$ cat src/hw/uff_defines.vh
// register map, field positions, reset values and levels of the flow/fifo-level channel
// How it works
// RQ1: enhanced interrupt-enable, status, fifo and modem bits writable only while enable set
// RQ2: clearing the enable bit freezes enhanced bits; legacy writes leave them alone
// RQ3: reset clears every gated enhanced bit for legacy behaviour
// RQ4: software is advised to keep the enhanced enable bit set
// RQ5: special detect compares each received char with stop char two, flags status bit 4
// RQ6: compare code 10 lets special detect and flow control run independently
// RQ7: compare code 01 drops matching stop char two, raises stop and special interrupts
// RQ8: auto request flags rx trigger, deasserts pin at upper trigger or hysteresis level
// RQ9: auto request reasserts pin once rx level falls below lower trigger or hysteresis
// RQ10: auto request acts only after software asserted the request output
// RQ11: modem-control bit 2 picks request or ready output and clear or set-ready input
// RQ12: without hardware flow the request pin follows the modem-control bit
// RQ13: auto clear flow halts transmit while selected input high, resumes when low
// RQ14: read-only tx fifo count from 0 to 64
// RQ15: write-only tx trigger; interrupt while tx level is below it
// RQ16: read-only rx fifo count from 0 to 64
// RQ17: write-only rx trigger; interrupt once rx level reaches it
// RQ18: reset values: status 0x01, line status 0x60, scratch 0xFF, others zero
// RQ19: reset clears modem deltas, shows pin levels, tx high, infrared low, outputs high
// RQ20: enhanced bits 3-2 pick transmit flow chars, bits 1-0 the receive compare; here bits 3-2 drive nothing
// RQ21: fifos hold 64 chars, counters saturate at 64
`ifndef UFF_DEFINES_VH
`define UFF_DEFINES_VH
// register indices on the register port
`define UFF_IDX_IER     5'h01
`define UFF_IDX_ISR     5'h02
`define UFF_IDX_LCR     5'h03
`define UFF_IDX_MCR     5'h04
`define UFF_IDX_LSR     5'h05
`define UFF_IDX_MSR     5'h06
`define UFF_IDX_SPR     5'h07
`define UFF_IDX_FEATURE_CONTROL_REG    5'h08
`define UFF_IDX_EFR     5'h09
`define UFF_IDX_TXLVL   5'h0A
`define UFF_IDX_RXLVL   5'h0B
`define UFF_IDX_FLOW_CHAR_STATUS   5'h0C
`define UFF_IDX_START_CHAR_ONE    5'h0D
`define UFF_IDX_START_CHAR_TWO    5'h0E
`define UFF_IDX_STOP_CHAR_ONE   5'h0F
`define UFF_IDX_STOP_CHAR_TWO   5'h10
// reset values
`define UFF_RST_ZERO    8'h00
`define UFF_RST_ISR     8'h01
`define UFF_RST_LSR     8'h60
`define UFF_RST_SPR     8'hFF
// fields
`define UFF_EFR_ENH     4
`define UFF_EFR_SPEC    5
`define UFF_EFR_ARTS    6
`define UFF_EFR_ACTS    7
`define UFF_MCR_DTR     0
`define UFF_MCR_RTS     1
`define UFF_MCR_SEL     2
`define UFF_IER_GATE    8'hF0
`define UFF_FCR_GATE    8'h30
`define UFF_MCR_GATE    8'hE0
// receive compare codes
`define UFF_CMP_PAIR1   2'b10
`define UFF_CMP_PAIR2   2'b01
// fifo depth and next-trigger step for non table-d mode
`define UFF_DEPTH       8'h40
`define UFF_NEXT_STEP   8'h04
`define UFF_TABLE_D     2'b11
`endif

$ cat src/hw/uff_channel.v
// one uart channel: enhanced-bit gating, special char, hardware flow, fifo levels
`timescale 1ns/100ps
`include "uff_defines.vh"
module uff_channel (
  input  wire       ref_clk_i,
  input  wire       nrst_i,
  input  wire [4:0] reg_addr_i,
  input  wire       reg_wr_i,
  input  wire       reg_rd_i,
  input  wire [7:0] reg_wdata_i,
  output wire [7:0] reg_rdata_o,
  input  wire       rx_char_valid_i,
  input  wire [7:0] rx_char_i,
  input  wire       rx_unload_i,
  output wire       rx_store_o,
  input  wire       tx_load_i,
  input  wire       tx_take_i,
  input  wire       tx_idle_i,
  input  wire       tx_serial_i,
  input  wire       ir_serial_i,
  output wire       tx_o,
  output wire       infrared_tx_out_o,
  output wire       tx_hold_o,
  input  wire       cts_n_i,
  input  wire       dsr_n_i,
  input  wire       dcd_n_i,
  input  wire       ri_n_i,
  output wire       rts_n_o,
  output wire       dtr_n_o,
  output wire       irq_o
);

  reg  [7:0] ier_q;
  reg  [7:0] fcr_q;
  reg  [7:0] lcr_q;
  reg  [7:0] mcr_q;
  reg  [7:0] lsr_q;
  reg  [7:0] spr_q;
  reg  [7:0] feature_control_reg_q;
  reg  [7:0] efr_q;
  reg  [7:0] tx_fifo_level_count_q;
  reg  [7:0] tx_fifo_trigger_level_q;
  reg  [7:0] rx_fifo_level_count_q;
  reg  [7:0] rx_fifo_trigger_level_q;
  reg  [7:0] flow_char_status_q;
  reg  [7:0] start_char_one_q;
  reg  [7:0] start_char_two_q;
  reg  [7:0] stop_char_one_q;
  reg  [7:0] stop_char_two_q;
  reg  [3:0] msr_delta_q;
  reg  [3:0] pin_s1_q;
  reg  [3:0] pin_s2_q;
  reg  [3:0] pin_s3_q;
  reg  [2:0] prime_q;
  reg        spec_flag_q;
  reg        stop_flag_q;
  reg        flow_stop_q;
  reg  [7:0] rdata_q;
  reg        tx_q;
  reg        irout_q;

  wire       wr_en   = reg_wr_i;
  wire       enh_en  = efr_q[`UFF_EFR_ENH];
  wire [1:0] rx_cmp  = efr_q[1:0];
  wire [3:0] pin_lvl = ~pin_s2_q;   // cts, dsr, ri, dcd as asserted-high bits

  // per-register write and read strobes
  wire wr_ier   = wr_en && (reg_addr_i == `UFF_IDX_IER);
  wire wr_fcr   = wr_en && (reg_addr_i == `UFF_IDX_ISR);
  wire wr_lcr   = wr_en && (reg_addr_i == `UFF_IDX_LCR);
  wire wr_mcr   = wr_en && (reg_addr_i == `UFF_IDX_MCR);
  wire wr_spr   = wr_en && (reg_addr_i == `UFF_IDX_SPR);
  wire wr_feature_control_reg  = wr_en && (reg_addr_i == `UFF_IDX_FEATURE_CONTROL_REG);
  wire wr_efr   = wr_en && (reg_addr_i == `UFF_IDX_EFR);
  wire wr_tx_fifo_trigger_level = wr_en && (reg_addr_i == `UFF_IDX_TXLVL);
  wire wr_rx_fifo_trigger_level = wr_en && (reg_addr_i == `UFF_IDX_RXLVL);
  wire rd_isr   = reg_rd_i && (reg_addr_i == `UFF_IDX_ISR);
  wire rd_msr   = reg_rd_i && (reg_addr_i == `UFF_IDX_MSR);
  wire rd_flow_char_status = reg_rd_i && (reg_addr_i == `UFF_IDX_FLOW_CHAR_STATUS);

  // special char and stop char detection on each received character
  wire spec_hit = rx_char_valid_i && efr_q[`UFF_EFR_SPEC]
                  && (rx_char_i == stop_char_two_q);                       // [RQ5]
  wire drop_chr = spec_hit && (rx_cmp == `UFF_CMP_PAIR2);          // [RQ7]
  wire stop_hit = rx_char_valid_i && (((rx_cmp == `UFF_CMP_PAIR1) && (rx_char_i == stop_char_one_q))
                  || ((rx_cmp[0]) && (rx_char_i == stop_char_two_q)));     // [RQ6] [RQ20]
  wire rx_full  = (rx_fifo_level_count_q == `UFF_DEPTH);
  wire tx_full  = (tx_fifo_level_count_q == `UFF_DEPTH);
  wire rx_put   = rx_char_valid_i && !drop_chr && !rx_full;        // [RQ21]
  wire rx_get   = rx_unload_i && (rx_fifo_level_count_q != 8'h00);
  wire tx_put   = tx_load_i && !tx_full;                           // [RQ21]
  wire tx_get   = tx_take_i && (tx_fifo_level_count_q != 8'h00);

  assign rx_store_o = rx_put;                                      // [RQ5]

  // hysteresis lookup; zero code or non table-d falls back to next trigger step
  function [7:0] hyst_of;
    input [7:0] feature_control_reg;
    begin
      case (feature_control_reg[3:0])
        4'h1:    hyst_of = 8'h04;
        4'h2:    hyst_of = 8'h06;
        4'h3:    hyst_of = 8'h08;
        4'h4:    hyst_of = 8'h08;
        4'h5:    hyst_of = 8'h10;
        4'h6:    hyst_of = 8'h18;
        4'h7:    hyst_of = 8'h20;
        4'hC:    hyst_of = 8'h0C;
        4'hD:    hyst_of = 8'h14;
        4'hE:    hyst_of = 8'h1C;
        4'hF:    hyst_of = 8'h24;
        4'h8:    hyst_of = 8'h28;
        4'h9:    hyst_of = 8'h2C;
        4'hA:    hyst_of = 8'h30;
        4'hB:    hyst_of = 8'h34;
        default: hyst_of = `UFF_NEXT_STEP;
      endcase
      if (feature_control_reg[7:6] != `UFF_TABLE_D) begin
        hyst_of = `UFF_NEXT_STEP;
      end
    end
  endfunction

  // flow thresholds kept in 9 bits so trigger plus step cannot wrap
  wire [7:0] hyst     = hyst_of(feature_control_reg_q);
  wire [8:0] up_lvl   = {1'b0, rx_fifo_trigger_level_q} + {1'b0, hyst};
  wire [8:0] lo_lvl   = (rx_fifo_trigger_level_q > hyst) ? ({1'b0, rx_fifo_trigger_level_q} - {1'b0, hyst}) : 9'h000;
  wire       sel_dtr  = mcr_q[`UFF_MCR_SEL];                          // [RQ11]
  wire       sw_assert = sel_dtr ? mcr_q[`UFF_MCR_DTR] : mcr_q[`UFF_MCR_RTS];
  wire       auto_rts = efr_q[`UFF_EFR_ARTS] && sw_assert;            // [RQ10]

  // trigger interrupts
  wire rx_trig  = (rx_fifo_level_count_q >= rx_fifo_trigger_level_q);                               // [RQ17]
  wire tx_trig  = (tx_fifo_level_count_q < tx_fifo_trigger_level_q);                                // [RQ15]
  wire msr_int  = |msr_delta_q;
  wire spec_int = spec_flag_q | stop_flag_q;
  wire pend_rx  = ier_q[0] && rx_trig;                                // [RQ8]
  wire pend_tx  = ier_q[1] && tx_trig;
  wire pend_ms  = ier_q[3] && msr_int;
  wire pend_sp  = ier_q[5] && spec_int;
  wire pending  = pend_rx | pend_tx | pend_ms | pend_sp;
  assign irq_o  = pending;

  // interrupt status view: priority code low nibble, enhanced flags in bits 5-4
  reg [7:0] isr_view;
  always @* begin
    isr_view = `UFF_RST_ISR;
    if (pend_rx) begin
      isr_view = 8'h04;
    end else if (pend_tx) begin
      isr_view = 8'h02;
    end else if (pend_ms) begin
      isr_view = 8'h00;
    end else if (pend_sp) begin
      isr_view = 8'h10;
    end
    isr_view[4] = isr_view[4] | spec_flag_q;                          // [RQ5]
    isr_view[5] = stop_flag_q;                                        // [RQ7]
    isr_view[7:6] = {fcr_q[0], fcr_q[0]};
  end

  // read multiplexer; unmapped indices read zero
  reg [7:0] rd_mux;
  always @* begin
    case (reg_addr_i)
      `UFF_IDX_IER:   rd_mux = ier_q;
      `UFF_IDX_ISR:   rd_mux = isr_view;
      `UFF_IDX_LCR:   rd_mux = lcr_q;
      `UFF_IDX_MCR:   rd_mux = mcr_q;
      `UFF_IDX_LSR:   rd_mux = lsr_q;
      `UFF_IDX_MSR:   rd_mux = {pin_lvl, msr_delta_q};                // [RQ19]
      `UFF_IDX_SPR:   rd_mux = spr_q;
      `UFF_IDX_FEATURE_CONTROL_REG:  rd_mux = feature_control_reg_q;
      `UFF_IDX_EFR:   rd_mux = efr_q;
      `UFF_IDX_TXLVL: rd_mux = tx_fifo_level_count_q;                               // [RQ14]
      `UFF_IDX_RXLVL: rd_mux = rx_fifo_level_count_q;                               // [RQ16]
      `UFF_IDX_FLOW_CHAR_STATUS: rd_mux = flow_char_status_q;
      `UFF_IDX_START_CHAR_ONE:  rd_mux = start_char_one_q;
      `UFF_IDX_START_CHAR_TWO:  rd_mux = start_char_two_q;
      `UFF_IDX_STOP_CHAR_ONE: rd_mux = stop_char_one_q;
      `UFF_IDX_STOP_CHAR_TWO: rd_mux = stop_char_two_q;
      default:        rd_mux = 8'h00;
    endcase
  end

  // modem input synchroniser; stage three only for delta edge detection
  // prime keeps deltas off until stage three holds real pin levels,
  // else a pin held low through reset shows a false change afterwards
  always @(posedge ref_clk_i or negedge nrst_i) begin
    if (!nrst_i) begin
      pin_s1_q <= 4'hF;
      pin_s2_q <= 4'hF;
      pin_s3_q <= 4'hF;
      prime_q  <= 3'h0;
    end else begin
      pin_s1_q <= {dcd_n_i, ri_n_i, dsr_n_i, cts_n_i};
      pin_s2_q <= pin_s1_q;
      pin_s3_q <= pin_s2_q;
      prime_q  <= {prime_q[1:0], 1'b1};
    end
  end

  // control registers; gated enhanced bits hold unless the enable is set
  always @(posedge ref_clk_i or negedge nrst_i) begin
    if (!nrst_i) begin
      ier_q   <= `UFF_RST_ZERO;                                       // [RQ3]
      fcr_q   <= `UFF_RST_ZERO;                                       // [RQ3]
      lcr_q   <= `UFF_RST_ZERO;
      mcr_q   <= `UFF_RST_ZERO;                                       // [RQ3]
      spr_q   <= `UFF_RST_SPR;                                        // [RQ18]
      feature_control_reg_q  <= `UFF_RST_ZERO;
      efr_q   <= `UFF_RST_ZERO;
      tx_fifo_trigger_level_q <= `UFF_RST_ZERO;
      rx_fifo_trigger_level_q <= `UFF_RST_ZERO;
      start_char_one_q  <= `UFF_RST_ZERO;
      start_char_two_q  <= `UFF_RST_ZERO;
      stop_char_one_q <= `UFF_RST_ZERO;
      stop_char_two_q <= `UFF_RST_ZERO;
    end else begin
      if (wr_ier) begin
        ier_q <= enh_en ? reg_wdata_i
                 : ((ier_q & `UFF_IER_GATE) | (reg_wdata_i & ~`UFF_IER_GATE)); // [RQ1] [RQ2]
      end
      if (wr_fcr) begin
        fcr_q <= enh_en ? reg_wdata_i
                 : ((fcr_q & `UFF_FCR_GATE) | (reg_wdata_i & ~`UFF_FCR_GATE)); // [RQ1] [RQ2]
      end
      if (wr_mcr) begin
        mcr_q <= enh_en ? reg_wdata_i
                 : ((mcr_q & `UFF_MCR_GATE) | (reg_wdata_i & ~`UFF_MCR_GATE)); // [RQ1] [RQ2]
      end
      if (wr_lcr) begin
        lcr_q <= reg_wdata_i;
      end
      if (wr_spr) begin
        spr_q <= reg_wdata_i;
      end
      if (wr_feature_control_reg) begin
        feature_control_reg_q <= reg_wdata_i;
      end
      if (wr_efr) begin
        efr_q <= reg_wdata_i;                                         // [RQ20]
      end
      if (wr_tx_fifo_trigger_level) begin
        tx_fifo_trigger_level_q <= reg_wdata_i;                                       // [RQ15]
      end
      if (wr_rx_fifo_trigger_level) begin
        rx_fifo_trigger_level_q <= reg_wdata_i;                                       // [RQ17]
      end
      if (wr_en && (reg_addr_i == `UFF_IDX_START_CHAR_ONE)) begin
        start_char_one_q <= reg_wdata_i;
      end
      if (wr_en && (reg_addr_i == `UFF_IDX_START_CHAR_TWO)) begin
        start_char_two_q <= reg_wdata_i;
      end
      if (wr_en && (reg_addr_i == `UFF_IDX_STOP_CHAR_ONE)) begin
        stop_char_one_q <= reg_wdata_i;
      end
      if (wr_en && (reg_addr_i == `UFF_IDX_STOP_CHAR_TWO)) begin
        stop_char_two_q <= reg_wdata_i;
      end
    end
  end

  // fifo level counters; push and pop in one cycle cancel
  always @(posedge ref_clk_i or negedge nrst_i) begin
    if (!nrst_i) begin
      tx_fifo_level_count_q <= `UFF_RST_ZERO;
      rx_fifo_level_count_q <= `UFF_RST_ZERO;
    end else begin
      if (tx_put && !tx_get) begin
        tx_fifo_level_count_q <= tx_fifo_level_count_q + 8'h01;                                   // [RQ14]
      end else if (tx_get && !tx_put) begin
        tx_fifo_level_count_q <= tx_fifo_level_count_q - 8'h01;
      end
      if (rx_put && !rx_get) begin
        rx_fifo_level_count_q <= rx_fifo_level_count_q + 8'h01;                                   // [RQ16]
      end else if (rx_get && !rx_put) begin
        rx_fifo_level_count_q <= rx_fifo_level_count_q - 8'h01;
      end
    end
  end

  // sticky flags; a new event in the clearing read's cycle wins
  always @(posedge ref_clk_i or negedge nrst_i) begin
    if (!nrst_i) begin
      spec_flag_q <= 1'b0;
      stop_flag_q <= 1'b0;
      flow_char_status_q     <= `UFF_RST_ZERO;
      msr_delta_q <= 4'h0;                                            // [RQ19]
    end else begin
      spec_flag_q <= spec_hit | (spec_flag_q & ~rd_isr);              // [RQ5]
      stop_flag_q <= (stop_hit && (drop_chr || !spec_hit))
                     | (stop_flag_q & ~rd_isr);                       // [RQ7]
      flow_char_status_q     <= {7'h00, stop_hit | (flow_char_status_q[0] & ~rd_flow_char_status)};
      msr_delta_q <= ((pin_s2_q ^ pin_s3_q) & {4{prime_q[2]}})
                     | (msr_delta_q & {4{~rd_msr}});                  // [RQ19]
    end
  end

  // line status: rx data ready, holding empty, transmitter empty
  always @(posedge ref_clk_i or negedge nrst_i) begin
    if (!nrst_i) begin
      lsr_q <= `UFF_RST_LSR;                                          // [RQ18]
    end else begin
      lsr_q <= {1'b0, (tx_fifo_level_count_q == 8'h00) && tx_idle_i, tx_fifo_level_count_q == 8'h00,
                4'h0, rx_fifo_level_count_q != 8'h00};
    end
  end

  // auto request: stop the far end at or above upper level, release below lower level
  always @(posedge ref_clk_i or negedge nrst_i) begin
    if (!nrst_i) begin
      flow_stop_q <= 1'b0;
    end else if (!auto_rts) begin
      flow_stop_q <= 1'b0;                                            // [RQ10]
    end else if ({1'b0, rx_fifo_level_count_q} >= up_lvl) begin
      flow_stop_q <= 1'b1;                                            // [RQ8]
    end else if ({1'b0, rx_fifo_level_count_q} < lo_lvl) begin
      flow_stop_q <= 1'b0;                                            // [RQ9]
    end
  end

  // request/ready pins; plain outputs unless auto flow owns the selected one
  wire rts_plain = ~mcr_q[`UFF_MCR_RTS];                              // [RQ12]
  wire dtr_plain = ~mcr_q[`UFF_MCR_DTR];                              // [RQ12]
  assign rts_n_o = (auto_rts && !sel_dtr) ? flow_stop_q : rts_plain;  // [RQ11]
  assign dtr_n_o = (auto_rts && sel_dtr) ? flow_stop_q : dtr_plain;   // [RQ11] [RQ19]

  // auto clear flow: selected synchronised input high holds the transmitter
  wire flow_in_n = sel_dtr ? pin_s2_q[1] : pin_s2_q[0];               // [RQ11]
  assign tx_hold_o = efr_q[`UFF_EFR_ACTS] && flow_in_n;               // [RQ13]

  // serial outputs registered so reset shows idle levels
  always @(posedge ref_clk_i or negedge nrst_i) begin
    if (!nrst_i) begin
      tx_q    <= 1'b1;                                                // [RQ19]
      irout_q <= 1'b0;                                                // [RQ19]
    end else begin
      tx_q    <= tx_serial_i;
      irout_q <= ir_serial_i;
    end
  end
  assign tx_o              = tx_q;
  assign infrared_tx_out_o = irout_q;

  // read data captured on the read strobe
  always @(posedge ref_clk_i or negedge nrst_i) begin
    if (!nrst_i) begin
      rdata_q <= 8'h00;
    end else if (reg_rd_i) begin
      rdata_q <= rd_mux;
    end
  end
  assign reg_rdata_o = rdata_q;

endmodule // uff_channel

$ cat config.mk
export PLATFORM = sky130hd
export DESIGN_NAME = uff_channel
export DESIGN_NICKNAME = d
export VERILOG_FILES = /design/src/hw/uff_channel.v
export VERILOG_INCLUDE_DIRS = /design/src /design/src/hw
export SDC_FILE = /design/constraint.sdc
export NUM_CORES = 1
export LEC_CHECK = 0
export ABC_AREA = 0
export BUFFER_PORTS_ARGS = -buffer_cell sky130_fd_sc_hd__buf_2
export CORE_ASPECT_RATIO = 0.5
export CORE_MARGIN = 2
export CORE_UTILIZATION = 55
export CTS_BUF_LIST = sky130_fd_sc_hd__clkbuf_4 sky130_fd_sc_hd__clkbuf_8
export CTS_CLUSTER_DIAMETER = 50
export CTS_CLUSTER_SIZE = 10
export DETAILED_ROUTE_END_ITERATION = 8
export GPL_TIMING_DRIVEN = 0
export PLACE_DENSITY_LB_ADDON = 0.15
export SYNTH_ARGS = -nofsm -noshare
export SYNTH_HDL_FRONTEND = slang
export SYNTH_SLANG_ARGS = --single-unit
export TNS_END_PERCENT = 30
$ cat constraint.sdc
create_clock -name ref_clk_i -period 4.3 [get_ports ref_clk_i]
set_clock_uncertainty 0.2 [all_clocks]
set_input_delay 1.29 -clock ref_clk_i [delete_from_list [all_inputs] [get_ports ref_clk_i]]
set_output_delay 1.29 -clock ref_clk_i [all_outputs]
set_load 0.05 [all_outputs]
==> impl_metrics.py <==
metrics = {
    "drt": {
        "detail_route.drc_violations": 0,
        "final_antenna_net_count": 0,
        "drt_pass_1_iters": 8,
        "avgViaCountPerCell": 6.071,
        "dr.first_iter.drc_count": 481,
        "vias": 6271,
        "wl_microns": 22190,
        "avg_wl_per_cell_microns": 21.48,
    },
    "setup_path": {
        "max_stage_delay_ns": 0.51,
        "critical_path.n_buffers_inverters": 1,
        "critical_path.reg2reg.startpoint": "feature_control_reg_q[0]",
        "path_cells": "ha_1 -> a21oi_1 -> nor2b_1 -> nor4b_1 -> o31a_1 -> nand2b_1 -> nand3b_1 -> buf_2",
        "regToRegEndpoint": "flow_stop_q",
        "timing.critical_path.max_delay_family": "simple AND/OR/NAND/NOR gates",
        "critPathSlowestCell": "dfrtp_1",
        "critical_path_depth": 8,
        "reg2reg_setup_slack_ns": 0.22,
        "timing.critical_path.from_type": "register",
        "critical_path_class": "reg -> out",
        "crit_start": "tx_fifo_level_count_q[6]",
        "endpoint_kind": "output port",
        "crit_path_max_fanout": 7,
        "critical_path_required_ns": 2.81,
        "timing.critical_path.to": "irq_o",
        "timing.critical_path.arrival_ns": 2.64,
        "rr_worst_depth": 17,
    },
    "place": {
        "place_congestion": 0.8971,
        "io_buffer_count": 46,
        "dpl-instance-area_sq_mm": 0.009032,
        "place.detailed.hpwl_microns": 16230,
        "post-place-cells": 999,
    },
    "synthesis": {
        "synthesis.area_sq_mm": 0.008507,
        "syn-mean-instance-area_sq_um": 11.37,
        "synth_cell_types": 67,
        "seq_area_frac_synth": 0.4417,
        "async_reset_ff_frac": 1.000,
        "ys_seq_elements": 149,
        "syn-num-nets": 845,
        "synthesized_netlist_cell_count": 748,
        "number_of_synthesized_flops_with_an_enable_pin": 0,
        "yosysWarnings": 0,
        "synth_flop_cell": "dfrtp_1",
    },
    "layout": {
        "layout-drive-gt1-share": 0.3052,
        "multi_input_area_sq_mm": 0.004519,
        "synth_to_layout_area_growth_pct": 11.53,
        "stdcell_count": 1033,
        "finish.utilization": 0.6220,
        "final.fill_count": 1252,
        "diodes": 0,
        "post-route-cell-area_sq_mm": 0.009488,
        "nets": 913,
        "ff_latch_area_sq_mm": 0.003760,
    },
    "die": {
        "design.core.area_sq_mm": 0.01525,
        "dieWidth_microns": 179.9,
        "ios": 51,
        "die_area_sq_mm": 0.01654,
        "start_util": 0.5577,
        "row_count": 32,
        "die_y_microns": 91.94,
    },
    "clock_tree": {
        "cts_root_buf": "clkbuf_8",
        "inserted_clock_buffers": 17,
        "clock_tree.htree_level_count": 4,
        "clkSinkCount": 149,
        "insertion_delay_ns": 0.46,
        "clock_tree_from_tritoncts": "built",
        "cts-root-to-sink-buffers": 2,
        "holdBufCountCts": 0,
        "cts_clk_pin_slew_worst_paths_ns": 0.10,
    },
    "grt": {
        "global_route_wire_length_before_repair_microns": 34780,
        "antenna_violations_before_repair": 0,
        "groute.usage.overall": 0.2786,
        "first_global_vias": 6188,
        "globalRouteOverflowTotal": 0,
        "grt_start_max_net_pins": 76,
    },
    "timing": {
        "fmax_mhz": 242.0,
        "min_period_over_period": 0.9610,
        "slew_violations": 0,
        "timing.max_slew.rel_slack": 0.4152,
        "worst_pin_slew_ns": 0.8773,
        "hold_viol": 0,
        "finalSetupTns_ns": 0,
        "final-setup-viol-count": 0,
        "final_period_minus_worst_setup_slack_ns": 4.132,
        "grt_setup_unrepaired": "no",
    },
    "run": {
        "max_cap_violations": 0,
    },
    "power": {
        "max-vdd-ir-drop_v": 0.0003501,
        "fin_total_pwr_w": 0.004871,
        "cellLeakagePower_nw": 4.320,
        "power-per-cell-area_mw_per_mm2": 513.3,
    },
    "min_path": {
        "hold_path_depth": 0,
        "holdCritPathClass": "reg -> reg",
    },
    "outcome": {
        "status": "completed",
    },
}
report_power, final:
part	internal, W	switching [W]	leakage (nW)
registers	0.00168	0.000398	1.83
clock network	0.000446	0.000678	0.204
logic	0.000799	0.000865	2.28
total	0.00293	0.00194	4.32
logic make-up (layout without fill, tap and decap cells):
group	Yosys count	after routing	synth area share
AO/OA/AOI/OAI	162	162	0.1319
XOR/XNOR	43	43	0.04427
adder cells (fa/ha/maj)	61	61	0.09325
buffers and inverters	57	138	0.03074
flip-flops	149	149	0.4417
multiplexers	105	105	0.1388
other	1	1	0.0004408
AND/OR/NAND/NOR	170	170	0.1188
layout by cell type (no fill, tap or decap), types with 8 or more instances in the layout:
cell type and n:
nand4_1 10, clkbuf_8 17, mux2_2 100, dfstp_2 23
nand3_1 19, a21oi_1 24, xor2_1 11, nand2_2 8
clkbuf_1 12, buf_2 47, ha_1 57, nor2_1 20
inv_1 34, o21ai_0 31, nand2_1 53, xnor2_1 32
a22oi_1 36, dfrtp_1 124
metrics by stage:
step / worst slack [ns] / hold slack, ns
after floorplan: 0.1046 / 0.1312
after global placement: -0.3993 / 0.1316
after detailed placement: -0.1797 / 0.1417
after CTS: 0.08455 / 0.1632
after global routing: 0.006768 / 0.1665
final: 0.1675 / 0.1622
cell usage after synthesis, types with 3 or more instances:
| cell type | number | area [sq um] |
|---|---|---|
| dfrtp_1 | 126 | 3153 |
| mux2_2 | 100 | 1126 |
| ha_1 | 57 | 713.2 |
| nand2_1 | 54 | 202.7 |
| a22oi_1 | 36 | 270.3 |
| inv_1 | 34 | 127.6 |
| o21ai_0 | 32 | 160.2 |
| xnor2_1 | 32 | 280.3 |
| a21oi_1 | 24 | 120.1 |
| dfstp_2 | 23 | 604.3 |
| nor2_1 | 20 | 75.07 |
| nand3_1 | 19 | 95.09 |
| clkbuf_1 | 13 | 48.80 |
| xor2_1 | 11 | 96.34 |
| nand4_1 | 10 | 62.56 |
| a22o_1 | 7 | 61.31 |
| nand2_2 | 7 | 43.79 |
| nand2b_1 | 7 | 43.79 |
| nor2b_1 | 7 | 43.79 |
| o21bai_1 | 7 | 52.55 |
| a21o_1 | 6 | 45.04 |
| nor2_4 | 6 | 67.56 |
| nor3_1 | 6 | 30.03 |
| a31oi_1 | 5 | 31.28 |
| buf_6 | 5 | 56.30 |
| nand2_4 | 5 | 56.30 |
| nor2_8 | 5 | 100.1 |
| o211ai_1 | 5 | 37.54 |
| a211oi_1 | 4 | 30.03 |
| a221oi_1 | 4 | 35.03 |
| a222oi_1 | 4 | 40.04 |
| fa_1 | 4 | 80.08 |
| mux2i_1 | 4 | 40.04 |
| nor4_1 | 4 | 25.02 |
| o31ai_1 | 4 | 30.03 |
| a2bb2oi_1 | 3 | 26.28 |
| nor4b_1 | 3 | 26.28 |
| o21a_1 | 3 | 22.52 |
| o41ai_1 | 3 | 26.28 |
| or2_2 | 3 | 18.77 |
layer usage:
metal,global-route usage,vias to the layer above,share of wire,routed length (microns)
met5,0,-,0,0
met3,0.05957,24,0.065,1439
met4,0.06436,0,0.013,291
met1,0.4005,3151,0.47,10460
met2,0.4342,217,0.45,9996
li1,-,2879,-,-
how the worst min path moves through the flow:
stage | startpoint | slack (ns) | end
floorplan | prime_q[0] | 0.13 | prime_q[1]
global placement | prime_q[1] | 0.13 | prime_q[2]
detailed placement | prime_q[0] | 0.14 | prime_q[1]
CTS | pin_s1_q[1] | 0.16 | pin_s2_q[1]
global route | pin_s1_q[2] | 0.17 | pin_s2_q[2]
finish | pin_s1_q[1] | 0.16 | pin_s2_q[1]
repair_timing:
item	4_1_cts	5_1_grt
pin swaps	0	1
resized for setup	1	6
endpoints found under the setup margin	1	1
gates cloned	0	0
buffers inserted	0	3
final cells by class:
type	count	share of cell area
tap	204	0.02690
buffer	21	0.01332
sequential	149	0.3963
timing repair buffer	50	0.03020
clock inverter	15	0.01846
multi-input combinational	542	0.4763
inverter	35	0.01385
clock buffer	17	0.02466
No activity file was read; power rests on OpenSTA's default activity.
